### src/rtl/pms_pkg.sv
// Purpose: shared constants and types of the mode supervisor
// Assumes: 25 MHz system clock, 8-bit register port
// Notes: offsets, fields, reset values and timing counts live here only
package pms_pkg;
  // clock rate
  localparam int unsigned CLK_HZ = 25_000_000;
  // documented register offsets
  localparam logic [7:0] WDOG_CLR_OFS = 8'h0d;
  localparam logic [7:0] PG_STATUS_OFS = 8'h20;
  localparam logic [7:0] PIN_SEL_OFS = 8'h22;
  localparam logic [7:0] RST_MON_OFS = 8'h71;
  // mode setting registers, one per mode; CTRL_OFS single, RAIL_TGT_OFS one per mode and rail
  localparam logic [7:0] MODE_CFG_OFS = 8'h30;
  localparam logic [7:0] RAIL_EN_OFS = 8'h34;
  localparam logic [7:0] CTRL_OFS = 8'h38;
  localparam logic [7:0] RAIL_TGT_OFS = 8'h40;
  // mode setting field positions
  localparam int WDOG_SEL_LSB = 0;
  localparam int PIN_SEL_BIT = 2;
  localparam int STORE_BIT = 3;
  // control register field positions
  localparam int HOST_MODE_LSB = 0;
  localparam int MON_EN_BIT = 2;
  localparam int WAKE_ACT_BIT = 3;
  localparam int CHG_HOLD_BIT = 4;
  localparam int BLEED_CORE_BIT = 5;
  localparam int BLEED_SYS_BIT = 6;
  // kick pattern and field
  localparam logic [2:0] WDOG_KICK_PAT = 3'h1;
  // status bits of reset monitor register
  localparam int KEY_LVL_BIT = 7;
  localparam int WAKE_DONE_BIT = 6;
  localparam int WDOG_IRQ_BIT = 5;
  // reset values
  localparam logic [7:0] MODE_CFG_RST = 8'h00;
  localparam logic [3:0] RAIL_EN_RST = 4'hf;
  localparam logic [7:0] CTRL_RST = 8'h04;
  // timing
  localparam int unsigned KEY_FILT_US = 200;
  localparam int unsigned KEY_FILT_CYC = (KEY_FILT_US * (CLK_HZ / 1_000_000));
  localparam int unsigned SEQ_STEP_US = 100;
  localparam int unsigned SEQ_STEP_CYC = (SEQ_STEP_US * (CLK_HZ / 1_000_000));
  localparam int unsigned LONG_BASE_S = 4;
  localparam int unsigned WDOG_BASE_S = 1;
  localparam int unsigned SEC_CYC = CLK_HZ;
  // rail count
  localparam int NRAIL = 4;
  // supervisor state
  typedef enum logic [2:0] {PMS_OFF, PMS_UP, PMS_ACTIVE, PMS_DOWN, PMS_STORE} pms_state_t;
endpackage

### src/rtl/pms_rail_if.sv
// Purpose: bundle of rail status between supervisor and window monitor
// Assumes: one clock domain
// Notes: per rail enable, window flags and transition flag
`timescale 1ns/10ps
interface pms_rail_if;
  logic [3:0] rail_on; // rails enabled in active mode
  logic [3:0] under; // synced below 90 percent flags
  logic [3:0] over; // synced above 110 percent flags
  logic [3:0] moving; // rail in voltage transition
  logic sequencing; // power-up or power-down running
  logic hold_low; // forced assert request
  logic rst_n; // resulting open-drain drive level
  modport sup (output rail_on, moving, sequencing, hold_low, input under, over, rst_n);
  modport mon (input rail_on, moving, sequencing, hold_low, output under, over, rst_n);
endinterface

### src/rtl/pms_window_mon.sv
// Purpose: per-rail window check driving system reset level
// Assumes: comparator inputs are asynchronous
// Notes: two-flop sync on every comparator line
`timescale 1ns/10ps
module pms_window_mon
  import pms_pkg::*;
(
  input wire logic clk,
  input wire logic nrst,
  input wire logic ce,
  input wire logic [3:0] cmp_under,
  input wire logic [3:0] cmp_over,
  pms_rail_if.mon rif
);
  logic [3:0] und_s1_reg; // first sync stage
  logic [3:0] und_s2_reg; // second sync stage
  logic [3:0] ovr_s1_reg; // first sync stage
  logic [3:0] ovr_s2_reg; // second sync stage
  logic [3:0] bad; // per rail fault
  logic rst_n_reg; // output level
  //////////////////////////////////////////////////////////////////
  // synchronisers
  always_ff @(posedge clk or negedge nrst)
  begin
    if (!nrst)
    begin
      und_s1_reg <= 4'h0;
      und_s2_reg <= 4'h0;
      ovr_s1_reg <= 4'h0;
      ovr_s2_reg <= 4'h0;
    end
    else if (ce)
    begin
      und_s1_reg <= cmp_under;
      und_s2_reg <= und_s1_reg;
      ovr_s1_reg <= cmp_over;
      ovr_s2_reg <= ovr_s1_reg;
    end
  end
  // per rail fault, gated by enable and transition
  genvar gi;
  generate
    for (gi = 0; gi < NRAIL; gi++)
    begin : g_rail
      // disabled or moving rails never pull low (see RULE9) (see RULE11)
      assign bad[gi] = rif.rail_on[gi] && !rif.moving[gi] && (und_s2_reg[gi] || ovr_s2_reg[gi]); // see RULE8
    end
  endgenerate
  //////////////////////////////////////////////////////////////////
  // output level, released once cause is gone
  always_ff @(posedge clk or negedge nrst)
  begin
    if (!nrst)
      rst_n_reg <= 1'b0;
    else if (ce)
      rst_n_reg <= !(rif.hold_low || (|bad) || (rif.sequencing && (|(und_s2_reg & rif.rail_on)))); // see RULE10
  end
  assign rif.under = und_s2_reg;
  assign rif.over = ovr_s2_reg;
  assign rif.rst_n = rst_n_reg;
endmodule // pms_window_mon

### src/rtl/pms_mode_supervisor.sv
// Purpose: mode selection, storage mode, watchdog and reset supervision
// Assumes: 8-bit register port with write strobe and read data
// Notes: pins, power key and supply detect are asynchronous
// Functional notes
// (RULE1) power-up applies mode 0, pin select off
// (RULE2) pins used only when pin enable set
// (RULE3) host holds pins stable during change
// (RULE4) host keeps each pin level 5 us
// (RULE5) host changes both pins within 0.5 us
// (RULE6) pins decode hi/lo to modes 0..3
// (RULE7) wake flag readable at 0x71 for host
// (RULE8) reset low when rail outside window
// (RULE9) disabled rail never asserts reset
// (RULE10) reset low until sequencing rails reach 90%
// (RULE11) no reset while rail is moving
// (RULE12) storage bit starts storage mode immediately
// (RULE13) power down, then storage, defaults restored
// (RULE14) leave storage on key edge or supply
// (RULE15) supply wake charges; wake bit gates rails; storage resets the bit, so every supply wake powers the rails up
// (RULE16) two-bit watchdog period or disable per mode
// (RULE17) expiry: irq, reset low, mode 0 rails
// (RULE18) expiry: charge hold bit suspends charging
// (RULE19) watchdog restarts on kick or mode change
// (RULE20) per-mode enable and target per rail
// (RULE21) bleed on when disabled or stepping down
// (RULE22) monitor enable updates power-good bits
// (RULE23) key edge clears pin select enables
// (RULE24) pins ignored, host bits select mode
// (RULE25) long key press resets, rails to defaults
// (RULE26) all timing counters from system clock
`timescale 1ns/10ps
module pms_mode_supervisor
  import pms_pkg::*;
(
  input wire logic clk,
  input wire logic nrst,
  input wire logic ce,
  input wire logic reg_wr,
  input wire logic reg_rd,
  input wire logic [7:0] reg_addr,
  input wire logic [7:0] reg_wdata,
  output logic [7:0] reg_rdata,
  input wire logic mode_select_pin_lo,
  input wire logic mode_select_pin_hi,
  input wire logic power_key_n,
  input wire logic supply_valid,
  input wire logic [3:0] cmp_under,
  input wire logic [3:0] cmp_over,
  output logic system_reset_out_n_o,
  output logic system_reset_out_n_oe_n,
  output logic [3:0] rail_enable,
  output logic [1:0] active_mode,
  output logic [3:0] bleed_on,
  output logic charge_enable,
  output logic watchdog_expiry_irq
);
  // decode of a mode setting register offset
  function automatic logic hit_mode(input logic [7:0] a, input logic [7:0] base, input logic [1:0] m);
    hit_mode = (a == (base + {6'h00, m}));
  endfunction
  pms_rail_if rif();
  logic [7:0] mode_cfg_reg [4]; // per-mode watchdog, pin select, storage
  logic [3:0] rail_en_reg [4]; // per-mode rail enables
  logic [7:0] rail_tgt_reg [4][4]; // per-mode rail target codes
  logic [7:0] ctrl_reg; // host mode bits and global options
  logic [1:0] mode_reg; // active mode
  logic [1:0] mode_next; // requested mode
  logic [1:0] pin_s1_reg; // pin sync stage one
  logic [1:0] pin_s2_reg; // pin sync stage two
  logic key_s1_reg; // key sync stage one
  logic key_s2_reg; // key sync stage two
  logic sup_s1_reg; // supply sync stage one
  logic sup_s2_reg; // supply sync stage two
  logic key_filt_reg; // filtered key level
  logic [12:0] key_cnt_reg; // filter counter
  logic key_fall; // filtered falling edge
  logic [31:0] long_cnt_reg; // long-press counter
  logic long_hit; // long press reached
  logic [31:0] wd_cnt_reg; // watchdog counter
  logic wd_expire; // watchdog expired
  logic wd_irq_reg; // sticky expiry flag
  logic wake_done_reg; // woke from storage
  logic [3:0] pg_reg; // power-good bits
  logic [3:0] moving_reg; // rails in transition
  logic [3:0] step_down_reg; // rails stepping down
  logic [11:0] move_cnt_reg; // transition timer
  logic [11:0] seq_cnt_reg; // sequencing timer
  logic chg_reg; // charge enable
  logic hold_reg; // forced reset low after expiry
  logic soft_rst; // register defaults request
  logic [2:0] state_reg; // raw state bits
  pms_state_t state; // supervisor state
  pms_state_t state_next; // next supervisor state
  logic [7:0] rdata_reg; // read data
  logic [3:0] rail_out_reg; // driven rail enables
  logic [3:0] bleed_reg; // driven bleed enables
  logic [1:0] mode_out_reg; // driven mode
  logic store_req; // storage entry written
  assign state = pms_state_t'(state_reg);
  //////////////////////////////////////////////////////////////////
  // input synchronisers
  always_ff @(posedge clk or negedge nrst)
  begin
    if (!nrst)
    begin
      pin_s1_reg <= 2'h0;
      pin_s2_reg <= 2'h0;
      key_s1_reg <= 1'b1;
      key_s2_reg <= 1'b1;
      sup_s1_reg <= 1'b0;
      sup_s2_reg <= 1'b0;
    end
    else if (ce)
    begin
      pin_s1_reg <= {mode_select_pin_hi, mode_select_pin_lo};
      pin_s2_reg <= pin_s1_reg;
      key_s1_reg <= power_key_n;
      key_s2_reg <= key_s1_reg;
      sup_s1_reg <= supply_valid;
      sup_s2_reg <= sup_s1_reg;
    end
  end
  //////////////////////////////////////////////////////////////////
  // key deglitch filter, counted on system clock
  always_ff @(posedge clk or negedge nrst)
  begin
    if (!nrst)
    begin
      key_filt_reg <= 1'b1;
      key_cnt_reg <= 13'h0000;
    end
    else if (ce)
    begin
      if (key_s2_reg == key_filt_reg)
        key_cnt_reg <= 13'h0000; // see RULE26
      else if (key_cnt_reg == 13'(KEY_FILT_CYC - 1))
      begin
        key_filt_reg <= key_s2_reg;
        key_cnt_reg <= 13'h0000;
      end
      else
        key_cnt_reg <= key_cnt_reg + 13'h0001;
    end
  end
  assign key_fall = key_filt_reg && (key_s2_reg == 1'b0) && (key_cnt_reg == 13'(KEY_FILT_CYC - 1));
  // long press: fixed 4 s period (LONG_BASE_S), counted while the filtered key stays low
  always_ff @(posedge clk or negedge nrst)
  begin
    if (!nrst)
      long_cnt_reg <= 32'h0000_0000;
    else if (ce)
    begin
      if (key_filt_reg || long_hit)
        long_cnt_reg <= 32'h0000_0000;
      else
        long_cnt_reg <= long_cnt_reg + 32'h0000_0001;
    end
  end
  assign long_hit = (long_cnt_reg == 32'(LONG_BASE_S * SEC_CYC - 1)); // see RULE25
  //////////////////////////////////////////////////////////////////
  // watchdog period: sel 0 off, else sel seconds; restart on kick or mode change
  logic kick;
  logic [1:0] wd_sel;
  assign wd_sel = mode_cfg_reg[mode_reg][WDOG_SEL_LSB +: 2];
  assign kick = reg_wr && (reg_addr == WDOG_CLR_OFS) && (reg_wdata[2:0] == WDOG_KICK_PAT);
  always_ff @(posedge clk or negedge nrst)
  begin
    if (!nrst)
      wd_cnt_reg <= 32'h0000_0000;
    else if (ce)
    begin
      if (wd_sel == 2'h0 || state != PMS_ACTIVE)
        wd_cnt_reg <= 32'h0000_0000; // see RULE16
      else if (kick || (mode_next != mode_reg) || wd_expire)
        wd_cnt_reg <= 32'h0000_0000; // see RULE19
      else
        wd_cnt_reg <= wd_cnt_reg + 32'h0000_0001; // see RULE26
    end
  end
  assign wd_expire = (wd_sel != 2'h0) && (wd_cnt_reg == 32'({30'h0, wd_sel} * WDOG_BASE_S * SEC_CYC - 1));
  //////////////////////////////////////////////////////////////////
  // mode request: pins when enabled, else host bits
  always_comb
  begin
    mode_next = mode_reg;
    if (state == PMS_ACTIVE && moving_reg == 4'h0) // see RULE3
    begin
      if (mode_cfg_reg[mode_reg][PIN_SEL_BIT])
        mode_next = {pin_s2_reg[1], pin_s2_reg[0]}; // see RULE2 (see RULE6)
      else
        mode_next = ctrl_reg[HOST_MODE_LSB +: 2]; // see RULE24
    end
  end
  assign store_req = reg_wr && ((reg_addr & 8'hfc) == MODE_CFG_OFS) && reg_wdata[STORE_BIT];
  assign soft_rst = (state == PMS_STORE) || long_hit;
  //////////////////////////////////////////////////////////////////
  // register file
  always_ff @(posedge clk or negedge nrst)
  begin
    if (!nrst)
    begin
      for (int m = 0; m < 4; m++)
      begin
        mode_cfg_reg[m] <= MODE_CFG_RST; // see RULE1
        rail_en_reg[m] <= RAIL_EN_RST;
        for (int r = 0; r < 4; r++)
          rail_tgt_reg[m][r] <= 8'h00;
      end
      ctrl_reg <= CTRL_RST;
    end
    else if (ce)
    begin
      if (soft_rst)
      begin
        for (int m = 0; m < 4; m++)
        begin
          mode_cfg_reg[m] <= MODE_CFG_RST; // see RULE13
          rail_en_reg[m] <= RAIL_EN_RST;
          for (int r = 0; r < 4; r++)
            rail_tgt_reg[m][r] <= 8'h00;
        end
        ctrl_reg <= CTRL_RST;
      end
      else
      begin
        for (int m = 0; m < 4; m++)
        begin
          if (reg_wr && hit_mode(reg_addr, MODE_CFG_OFS, 2'(m)))
            mode_cfg_reg[m] <= reg_wdata;
          if (reg_wr && hit_mode(reg_addr, RAIL_EN_OFS, 2'(m)))
            rail_en_reg[m] <= reg_wdata[3:0]; // see RULE20
          for (int r = 0; r < 4; r++)
            if (reg_wr && (reg_addr == (RAIL_TGT_OFS + 8'(m * 4 + r))))
              rail_tgt_reg[m][r] <= reg_wdata;
          if (reg_wr && reg_addr == PIN_SEL_OFS)
            mode_cfg_reg[m][PIN_SEL_BIT] <= reg_wdata[m];
          if (key_fall)
            mode_cfg_reg[m][PIN_SEL_BIT] <= 1'b0; // see RULE23
        end
        if (reg_wr && reg_addr == CTRL_OFS)
          ctrl_reg <= reg_wdata;
      end
    end
  end
  //////////////////////////////////////////////////////////////////
  // supervisor state machine
  always_comb
  begin
    state_next = state;
    case (state)
      PMS_OFF: if (key_fall || sup_s2_reg) state_next = PMS_UP;
      PMS_UP: if (seq_cnt_reg == 12'(SEQ_STEP_CYC - 1)) state_next = PMS_ACTIVE;
      PMS_ACTIVE: if (store_req) state_next = PMS_DOWN; // see RULE12
      PMS_DOWN: if (seq_cnt_reg == 12'(SEQ_STEP_CYC - 1)) state_next = PMS_STORE; // see RULE13
      PMS_STORE:
      begin
        if (key_fall)
          state_next = PMS_UP; // see RULE14
        else if (sup_s2_reg)
          state_next = ctrl_reg[WAKE_ACT_BIT] ? PMS_OFF : PMS_UP; // see RULE15
      end
      default: state_next = PMS_OFF;
    endcase
    if (store_req && state != PMS_STORE && state != PMS_OFF)
      state_next = PMS_DOWN; // see RULE12
    if (long_hit)
      state_next = PMS_UP; // see RULE25
  end
  always_ff @(posedge clk or negedge nrst)
  begin
    if (!nrst)
    begin
      state_reg <= 3'(PMS_OFF);
      seq_cnt_reg <= 12'h000;
    end
    else if (ce)
    begin
      state_reg <= 3'(state_next);
      seq_cnt_reg <= (state_next != state) ? 12'h000 : seq_cnt_reg + 12'h001;
    end
  end
  //////////////////////////////////////////////////////////////////
  // active mode, transition tracking and watchdog actions
  always_ff @(posedge clk or negedge nrst)
  begin
    if (!nrst)
    begin
      mode_reg <= 2'h0; // see RULE1
      moving_reg <= 4'h0;
      step_down_reg <= 4'h0;
      move_cnt_reg <= 12'h000;
      hold_reg <= 1'b0;
    end
    else if (ce)
    begin
      hold_reg <= wd_expire; // see RULE17
      if (soft_rst || wd_expire)
        mode_reg <= 2'h0; // see RULE17
      else if (mode_next != mode_reg)
      begin
        mode_reg <= mode_next;
        move_cnt_reg <= 12'h000;
        for (int r = 0; r < 4; r++)
        begin
          moving_reg[r] <= rail_tgt_reg[mode_next][r] != rail_tgt_reg[mode_reg][r]; // see RULE11
          step_down_reg[r] <= rail_tgt_reg[mode_next][r] < rail_tgt_reg[mode_reg][r];
        end
      end
      else if (moving_reg != 4'h0)
      begin
        move_cnt_reg <= move_cnt_reg + 12'h001;
        if (move_cnt_reg == 12'(SEQ_STEP_CYC - 1))
        begin
          moving_reg <= 4'h0;
          step_down_reg <= 4'h0;
        end
      end
    end
  end
  //////////////////////////////////////////////////////////////////
  // status flags: set wins over clear
  always_ff @(posedge clk or negedge nrst)
  begin
    if (!nrst)
    begin
      wd_irq_reg <= 1'b0;
      wake_done_reg <= 1'b0;
      pg_reg <= 4'h0;
      chg_reg <= 1'b0;
    end
    else if (ce)
    begin
      if (wd_expire)
        wd_irq_reg <= 1'b1; // see RULE17
      else if (reg_rd && reg_addr == RST_MON_OFS)
        wd_irq_reg <= 1'b0;
      if (state == PMS_STORE && state_next != PMS_STORE)
        wake_done_reg <= 1'b1; // see RULE7
      else if (reg_rd && reg_addr == RST_MON_OFS)
        wake_done_reg <= 1'b0;
      if (ctrl_reg[MON_EN_BIT])
        pg_reg <= rail_out_reg & ~rif.under; // see RULE22
      if (wd_expire && ctrl_reg[CHG_HOLD_BIT])
        chg_reg <= 1'b0; // see RULE18
      else if (state == PMS_STORE && sup_s2_reg)
        chg_reg <= 1'b1; // see RULE15
      else if (state != PMS_STORE && sup_s2_reg && !hold_reg)
        chg_reg <= chg_reg | !ctrl_reg[CHG_HOLD_BIT] | !wd_irq_reg;
      else if (!sup_s2_reg)
        chg_reg <= 1'b0;
    end
  end
  //////////////////////////////////////////////////////////////////
  // outputs and read data
  always_ff @(posedge clk or negedge nrst)
  begin
    if (!nrst)
    begin
      rail_out_reg <= 4'h0;
      bleed_reg <= 4'hf;
      mode_out_reg <= 2'h0;
      rdata_reg <= 8'h00;
    end
    else if (ce)
    begin
      rail_out_reg <= (state == PMS_ACTIVE || state == PMS_UP) ? rail_en_reg[mode_reg] : 4'h0;
      // bleed when off or stepping down, unless disabled for bucks (see RULE21)
      bleed_reg <= (~rail_out_reg | step_down_reg) & ~{ctrl_reg[BLEED_SYS_BIT], ctrl_reg[BLEED_CORE_BIT], 2'b00};
      mode_out_reg <= mode_reg;
      rdata_reg <= 8'h00;
      if (reg_rd)
      begin
        case (reg_addr)
          PG_STATUS_OFS: rdata_reg <= {4'h0, pg_reg};
          RST_MON_OFS: rdata_reg <= {key_filt_reg, wake_done_reg, wd_irq_reg, 5'h00};
          PIN_SEL_OFS: rdata_reg <= {4'h0, mode_cfg_reg[3][PIN_SEL_BIT], mode_cfg_reg[2][PIN_SEL_BIT],
                                     mode_cfg_reg[1][PIN_SEL_BIT], mode_cfg_reg[0][PIN_SEL_BIT]};
          CTRL_OFS: rdata_reg <= ctrl_reg;
          default:
          begin
            for (int m = 0; m < 4; m++)
            begin
              if (hit_mode(reg_addr, MODE_CFG_OFS, 2'(m)))
                rdata_reg <= mode_cfg_reg[m];
              if (hit_mode(reg_addr, RAIL_EN_OFS, 2'(m)))
                rdata_reg <= {4'h0, rail_en_reg[m]};
            end
          end
        endcase
      end
    end
  end
  assign rif.rail_on = rail_out_reg;
  assign rif.moving = moving_reg;
  assign rif.sequencing = (state == PMS_UP) || (state == PMS_DOWN);
  assign rif.hold_low = hold_reg || (state != PMS_ACTIVE);
  pms_window_mon u_mon (
    .clk(clk),
    .nrst(nrst),
    .ce(ce),
    .cmp_under(cmp_under),
    .cmp_over(cmp_over),
    .rif(rif)
  );
  assign system_reset_out_n_o = 1'b0;
  assign system_reset_out_n_oe_n = rif.rst_n; // low enable drives low
  assign reg_rdata = rdata_reg;
  assign rail_enable = rail_out_reg;
  assign active_mode = mode_out_reg;
  assign bleed_on = bleed_reg;
  assign charge_enable = chg_reg;
  assign watchdog_expiry_irq = wd_irq_reg;
endmodule // pms_mode_supervisor

### config.mk
export PLATFORM = sky130hd
export DESIGN_NAME = pms_mode_supervisor
export DESIGN_NICKNAME = d
export VERILOG_FILES = /design/src/rtl/pms_pkg.sv /design/src/rtl/pms_rail_if.sv /design/src/rtl/pms_window_mon.sv /design/src/rtl/pms_mode_supervisor.sv
export SDC_FILE = /design/constraint.sdc
export NUM_CORES = 1
export LEC_CHECK = 0
export BUFFER_PORTS_ARGS = -buffer_cell sky130_fd_sc_hd__buf_2
export CORE_MARGIN = 5
export CORE_UTILIZATION = 50
export DETAILED_ROUTE_END_ITERATION = 12
export PLACE_DENSITY = 0.69
export SLEW_MARGIN = 15
export SYNTH_ARGS = -nofsm -noshare
export SYNTH_HDL_FRONTEND = slang
export SYNTH_SLANG_ARGS = --single-unit
### constraint.sdc
create_clock -name clk -period 3.6 [get_ports clk]
set_input_delay 1.08 -clock clk [delete_from_list [all_inputs] [get_ports clk]]
set_output_delay 1.08 -clock clk [all_outputs]
set_load 0.01 [all_outputs]
# == Word-level counts from Yosys, hierarchy flattened ==
# Cells that the tools add are included.
# classes
add_sub_neg,6
multipliers,1
div_mod_pow,0
n_lt_le_gt_ge,6
n_eq_ne,51
n_shift,0
mux,93
bitwise_logic,14
reduce_logical,154
# op_table
op,count
2-to-1 mux 32 bit,8
2-to-1 mux 8 bit,31
"equality test 8 x 7 -> 1 bit, second input constant",17
binary-select mux 32 bit (select 2 bit),2
2-to-1 mux 128 bit,1
"equality test 8 x 6 -> 1 bit, second input constant",11
AND reduction 2 bit,34
"adder 32 x 1 -> 32 bit, second input constant",2
nonzero test 2 bit,31
logical AND 1 bit,51
2-to-1 mux 4 bit,11
2-to-1 mux 12 bit,3
"equality test 32 x 27 -> 1 bit, second input constant",1
equality test 32 bit,1
less-than comparator 8 bit,4
!= test 8 bit,4
case mux 8 bit (4 select lines),1
2-to-1 mux 3 bit,10
"subtractor 27 x 1 -> 28 bit, second input constant",1
2-to-1 mux 13 bit,2
"adder 12 x 1 -> 12 bit, second input constant",2
"equality test 12 bit, second input constant",2
"multiplier 2 x 19 -> 21 bit, second input constant",1
nonzero test 4 bit,5
other kinds (35),89
# totals
reg_bits,350
latch_bits,0
ram_bits,0
rom_bits,0
out_inout_bits,22
elab_cells,384
n_memories,0

# == Depth between registers and ports, before layout ==
# logic_depth
depth_word,12
mapped_depth,17
mapped_depth_nobuf,14

# == Modules after synthesis ==
# Synthesis repeated with hierarchy kept, for this count alone.
# hier_totals
hier_cells,1717
hier_area_um2,18704.2
# modules_own_cells
module,instances,cells_per_inst,area_per_inst_um2,seq_area_each_um2
pms_mode_supervisor,1,1667,17982.2,8363.0
pms_window_mon,1,50,721.9,425.4

# == Worst setup path before layout ==
# OpenSTA, ideal clock, no wires.
# synth_timing
path_type,flip-flop to flip-flop
from,register mode_reg[0]
to,register wd_cnt_reg[30]
setup_ps,121
arrival_ps,3491
slack_ps,-12
stages_incl_launch_ff,14
synth_period_minus_slack_ps,3612
cell_sequence,dfrtp_1 > buf_6 > clkbuf_1 > mux4_2 > inv_1 > ha_1 > and3b_1 > o211ai_1 > a2111oi_2 > a21oi_2 > and2_4 > buf_6 > buf_4 > a22o_1
# synth_via
elab_chain_cells,11
elab_cells_between_ends,18
cone_classes,add/sub: 1; mul: 1; eq/ne: 2; mux: 7; bitwise: 1; reduce/logical: 6
# synth_lines
element,line_no,text
"start, declared",pms_mode_supervisor.sv:66,logic [1:0] mode_reg;
"start signal, assigned",pms_mode_supervisor.sv:301,mode_reg <= mode_next;
NOT 2 -> 3 bit (implied by the code),"pms_mode_supervisor.sv:164, pms_mode_supervisor.sv:188",
binary-select mux 8 bit (select 2 bit),"pms_mode_supervisor.sv:164, pms_mode_supervisor.sv:188",
2-to-1 mux 3 bit (implied by the code) (2 in a row),pms_mode_supervisor.sv:188,if (mode_cfg_reg[mode_reg][PIN_SEL_BIT])
multiplier 2 x 19 -> 21 bit / 2-to-1 mux 2 bit (equally long branches),"pms_mode_supervisor.sv:180, pms_mode_supervisor.sv:188",
subtractor 27 x 1 -> 28 bit / 2-to-1 mux 2 bit (equally long branches),"pms_mode_supervisor.sv:180, pms_mode_supervisor.sv:186",
equality test 32 bit / != test 2 bit (equally long branches),"pms_mode_supervisor.sv:180, pms_mode_supervisor.sv:174",
logical AND 1 bit / logical OR 1 bit (equally long branches),"pms_mode_supervisor.sv:180, pms_mode_supervisor.sv:174",
logical OR 1 bit,pms_mode_supervisor.sv:174,else if (kick || (mode_next != mode_reg) || wd_expire)
2-to-1 mux 32 bit,pms_mode_supervisor.sv:174,
2-to-1 mux 32 bit (*),pms_mode_supervisor.sv:172,if (wd_sel == 2'h0 || state != PMS_ACTIVE)
"end signal, assigned",pms_mode_supervisor.sv:177,wd_cnt_reg <= wd_cnt_reg + 32'h0000_0001;
"end, declared",pms_mode_supervisor.sv:79,logic [31:0] wd_cnt_reg;
# Every way passes the cells marked *; elsewhere a longest branch is shown, timed or not. The select of a mux whose other input is x is not followed.
# A chain may end at the register's enable or synchronous reset.

# == Final worst setup path ==
# layout_timing
from,register moving_reg[3]
to,register step_down_reg[1]
# layout_via
elab_chain_cells,9
elab_cells_between_ends,14
cone_classes,order compare: 1; eq/ne: 1; mux: 5; bitwise: 1; reduce/logical: 6
# layout_lines
element,line_no,text
"start, declared",pms_mode_supervisor.sv:84,logic [3:0] moving_reg;
"start signal, assigned by index",pms_mode_supervisor.sv:305,moving_reg[r] <= rail_tgt_reg[mode_next][r] != rail_tgt_reg[mode_reg][r];
logical NOT 4 bit,pms_mode_supervisor.sv:186,if (state == PMS_ACTIVE && moving_reg == 4'h0)
logical AND 1 bit,pms_mode_supervisor.sv:186,
2-to-1 mux 2 bit,pms_mode_supervisor.sv:186,
NOT 2 -> 3 bit (implied by the code),pms_mode_supervisor.sv:306,step_down_reg[r] <= rail_tgt_reg[mode_next][r] < rail_tgt_reg[mode_reg][r];
binary-select mux 32 bit (select 2 bit),pms_mode_supervisor.sv:306,
2-to-1 mux 32 bit (2 in a row),-,
less-than comparator 8 bit,pms_mode_supervisor.sv:306,
2-to-1 mux 4 bit,pms_mode_supervisor.sv:299,else if (mode_next != mode_reg)
"end signal, assigned by index",pms_mode_supervisor.sv:306,
"end, declared",pms_mode_supervisor.sv:85,logic [3:0] step_down_reg;
# Several ways; a longest one is shown, not always the timed one. The select of a mux whose other input is x is not followed.

==> results.md <==
- Syn Nets: approximately 1800
- Largest area contributor in the netlist: dfrtp_1
- Crit Path Class: reg -> reg
- Initial core utilization: 0.503
- TritonRoute pass-1 iters: 6
- Post-synth EDFFs: 0
- Worst setup margin: roughly 150 ps
- Die area: 41700 µm²
- Reg area: 8790 µm²
- Final-stage net count: 1914
- CTS Sinks: 350
- Clock edge transition at the registers on the reported setup and hold paths: 60 ps
- Max-slew violations: 0
- # setup viols final: 0
- Data arrival, critical path: 3900 ps
- Synth top area share: 0.432
- Worst-path maximum fanout: 6
- PD cells: 541 nW/µm²
- Util after Layout: 0.576
- Clk Latency, worst-skew pair: 550 ps
- Pin count of the biggest net entering global routing: 99
- CTS H-tree lvls: 2
- TritonCTS clock tree: built
- Min cycle time layout: 3450 ps
- CTS Buffer Depth: 3
- Core Footprint: about 37000 µm²
- Leak: 9.42 nW
- Clock Skew: roughly 17 ps
- First-pass GRT wire length: between 70000 and 80000 µm
- Fin Hold WS: 480 ps
- Relative slew slack: 0.453
- Period utilization: 0.958
- Antenna-violating nets left: 0
- Asr flop ratio synth: 1.00
- Worst vdd ir: 0.000406 V
- FMAX: 290 MHz
- Vias: around 14000
- Top cells by area, synth: dfrtp_1 (43%), mux2_2 (8.6%), mux4_2 (8.5%)
- Fin. Hold Viols: 0
- Hold Path Class: reg -> reg
- Number of flip-flops in the largest register: between 100 and 150
- Residual DRC: 0
- Clock Tree Root: clkbuf_16
- DR vias/cell: 6.03
- Fill cell count: roughly 3200
- Die W: 204 µm
- Drt first-iter violations: 1123
- Number of diodes: 0
- Max cap viols: 0
- #FFs+latches synth: 350
- Final wirelength: approximately 49000 µm
- HP Start: bleed_on[0]
- Critical Path RT: between 4000 and 5000 ps
- Overall power: 11.7 mW
- Most frequent cells in the layout: dfrtp_1 (324), nand2_1 (198), mux2_2 (144), o21ai_0 (130), nor2_1 (93)
- Synth unique cells: 81
- Initial antenna violation count: 2
- FP Rows: 71
- Total track usage: 0.237
- Multi-input gate area in the final layout: 9450 µm²
- Chip height: between 200 and 250 µm
- Area after DPL: 20000 µm²
- Endpoint class of the critical path: flip-flop
- Setup WS pre-CTS: -214 ps
- Number of warnings issued by yosys: 0
- Sequential area share after synthesis: 0.466
- Grt total ovfl: 0
- Vias in the first global route: 14176
- Status: finished clean
- HPWL after DPL: between 30000 and 40000 µm
- Final Instance Area: 21600 µm²
- CTS hold repair buffers: 0
- Netlist area before placement: 18900 µm²
- GP Congestion: roughly 0.92
- # IOs: 55
- WL/cell: between 20 and 25 µm
- CP startpoint kind: flip-flop
- Area grow syn2layout: 14.4%
- Commonest non-fill, non-tap cell in the layout: dfrtp_1
- Share of layout cells above drive strength 1: 0.262
- Synth Instances: 1752
- Worst setup path start: moving_reg[3]
- Worst r2r path cells: 16
- Mean post-synth cell area: approximately 11 µm²
- # port buffers: 53
- CTS buffer count: 40
- RR Startpoint: moving_reg[3]
- Worst hold path stage count: 2
- Actual slew at the worst max-slew pin: just over 800 ps
- Top_reg_cell synth: dfrtp_1
[critical path, stage by stage (launching register included)]
cell	delay [ps]
dfrtp_1	370
or4_4	540
nand2b_4	190
o31a_2	400
buf_12	160
buf_8	120
buf_4	130
mux4_2	400
inv_1	70
ha_1	130
nor2b_1	40
o21a_1	150
o21ai_0	150
a21oi_1	90
nor3_1	150
nor2_1	70
o31ai_1	180
[area by class of cell]
| cell class | count | area share |
|---|---|---|
| clock buffers | 61 | 0.0542 |
| repair buffers | 137 | 0.0486 |
| clock inverters | 9 | 0.00701 |
| multi-input cells | 1220 | 0.438 |
| well taps | 511 | 0.0296 |
| inverters | 90 | 0.0156 |
| flip-flops and latches | 350 | 0.407 |
[what timing repair did]
item | in CTS | in global routing
endpoints found under the setup margin | 4 | 4
pin swaps | 1 | 9
gates resized for setup | 2 | 26
setup buffers | 0 | 9
gates cloned | 1 | 1
[stage by stage]
| step | instances | setup TNS [ps] |
|---|---|---|
| 3_5_place_dp | 2297 | -713 |
| 6_report | 2378 | 0 |
| 3_3_place_gp | 2297 | -282 |
| 5_1_grt | 2378 | -7.83 |
| 4_1_cts | 2368 | 0 |
| 2_1_floorplan | 1752 | 0 |
[kinds of logic (layout without fill, tap and decap cells)]
group | Yosys count | count (layout) | synth area share
other | 1 | 1 | 0.000199
AND/OR/NAND/NOR | 558 | 558 | 0.147
adder cells (fa/ha/maj) | 42 | 42 | 0.0278
XOR/XNOR | 36 | 36 | 0.0167
multiplexers | 227 | 227 | 0.178
flip-flops | 350 | 350 | 0.466
AO/OA/AOI/OAI | 355 | 356 | 0.124
buffers and inverters | 183 | 297 | 0.0407
[report_power, final]
part / total (mW) / internal [mW] / switching [mW] / leakage, nW
combinational: 2.91 / 1.41 / 1.50 / 4.14
sequential: 4.64 / 4.30 / 0.332 / 4.63
clock: 4.14 / 2.53 / 1.61 / 0.649
total: 11.7 / 8.24 / 3.44 / 9.42
[path summary, 6_finish.rpt]
check                                   endpoint  slack, ps
min in group asynchronous       long_cnt_reg[13]        590
worst max register to register  step_down_reg[1]        150
worst max-delay path            step_down_reg[1]        150
worst min register to register       bleed_on[0]        480
max in group asynchronous            bleed_on[3]       2170
worst min-delay path                 bleed_on[0]        480
[per-layer routing]
layer	GRT usage	routed length [µm]	part of all wire
met1	0.319	20200	0.41
met2	0.377	23300	0.47
met3	0.0444	3250	0.066
met4	0.104	2230	0.045
met5	0	40	0.00082
[cell usage after synthesis, types with 21 or more instances]
| cell type | n |
|---|---|
| ha_1 | 42 |
| o21ai_0 | 133 |
| nand2_1 | 198 |
| and3_1 | 21 |
| mux4_2 | 71 |
| mux2_2 | 144 |
| clkbuf_1 | 58 |
| a21oi_1 | 42 |
| dfstp_2 | 24 |
| a31oi_1 | 25 |
| inv_1 | 90 |
| and2_1 | 22 |
| nand4_1 | 29 |
| nor3_1 | 31 |
| nor2_1 | 94 |
| nand3_1 | 58 |
| dfrtp_1 | 326 |
Note: power is estimated with default switching activity, not from simulation.
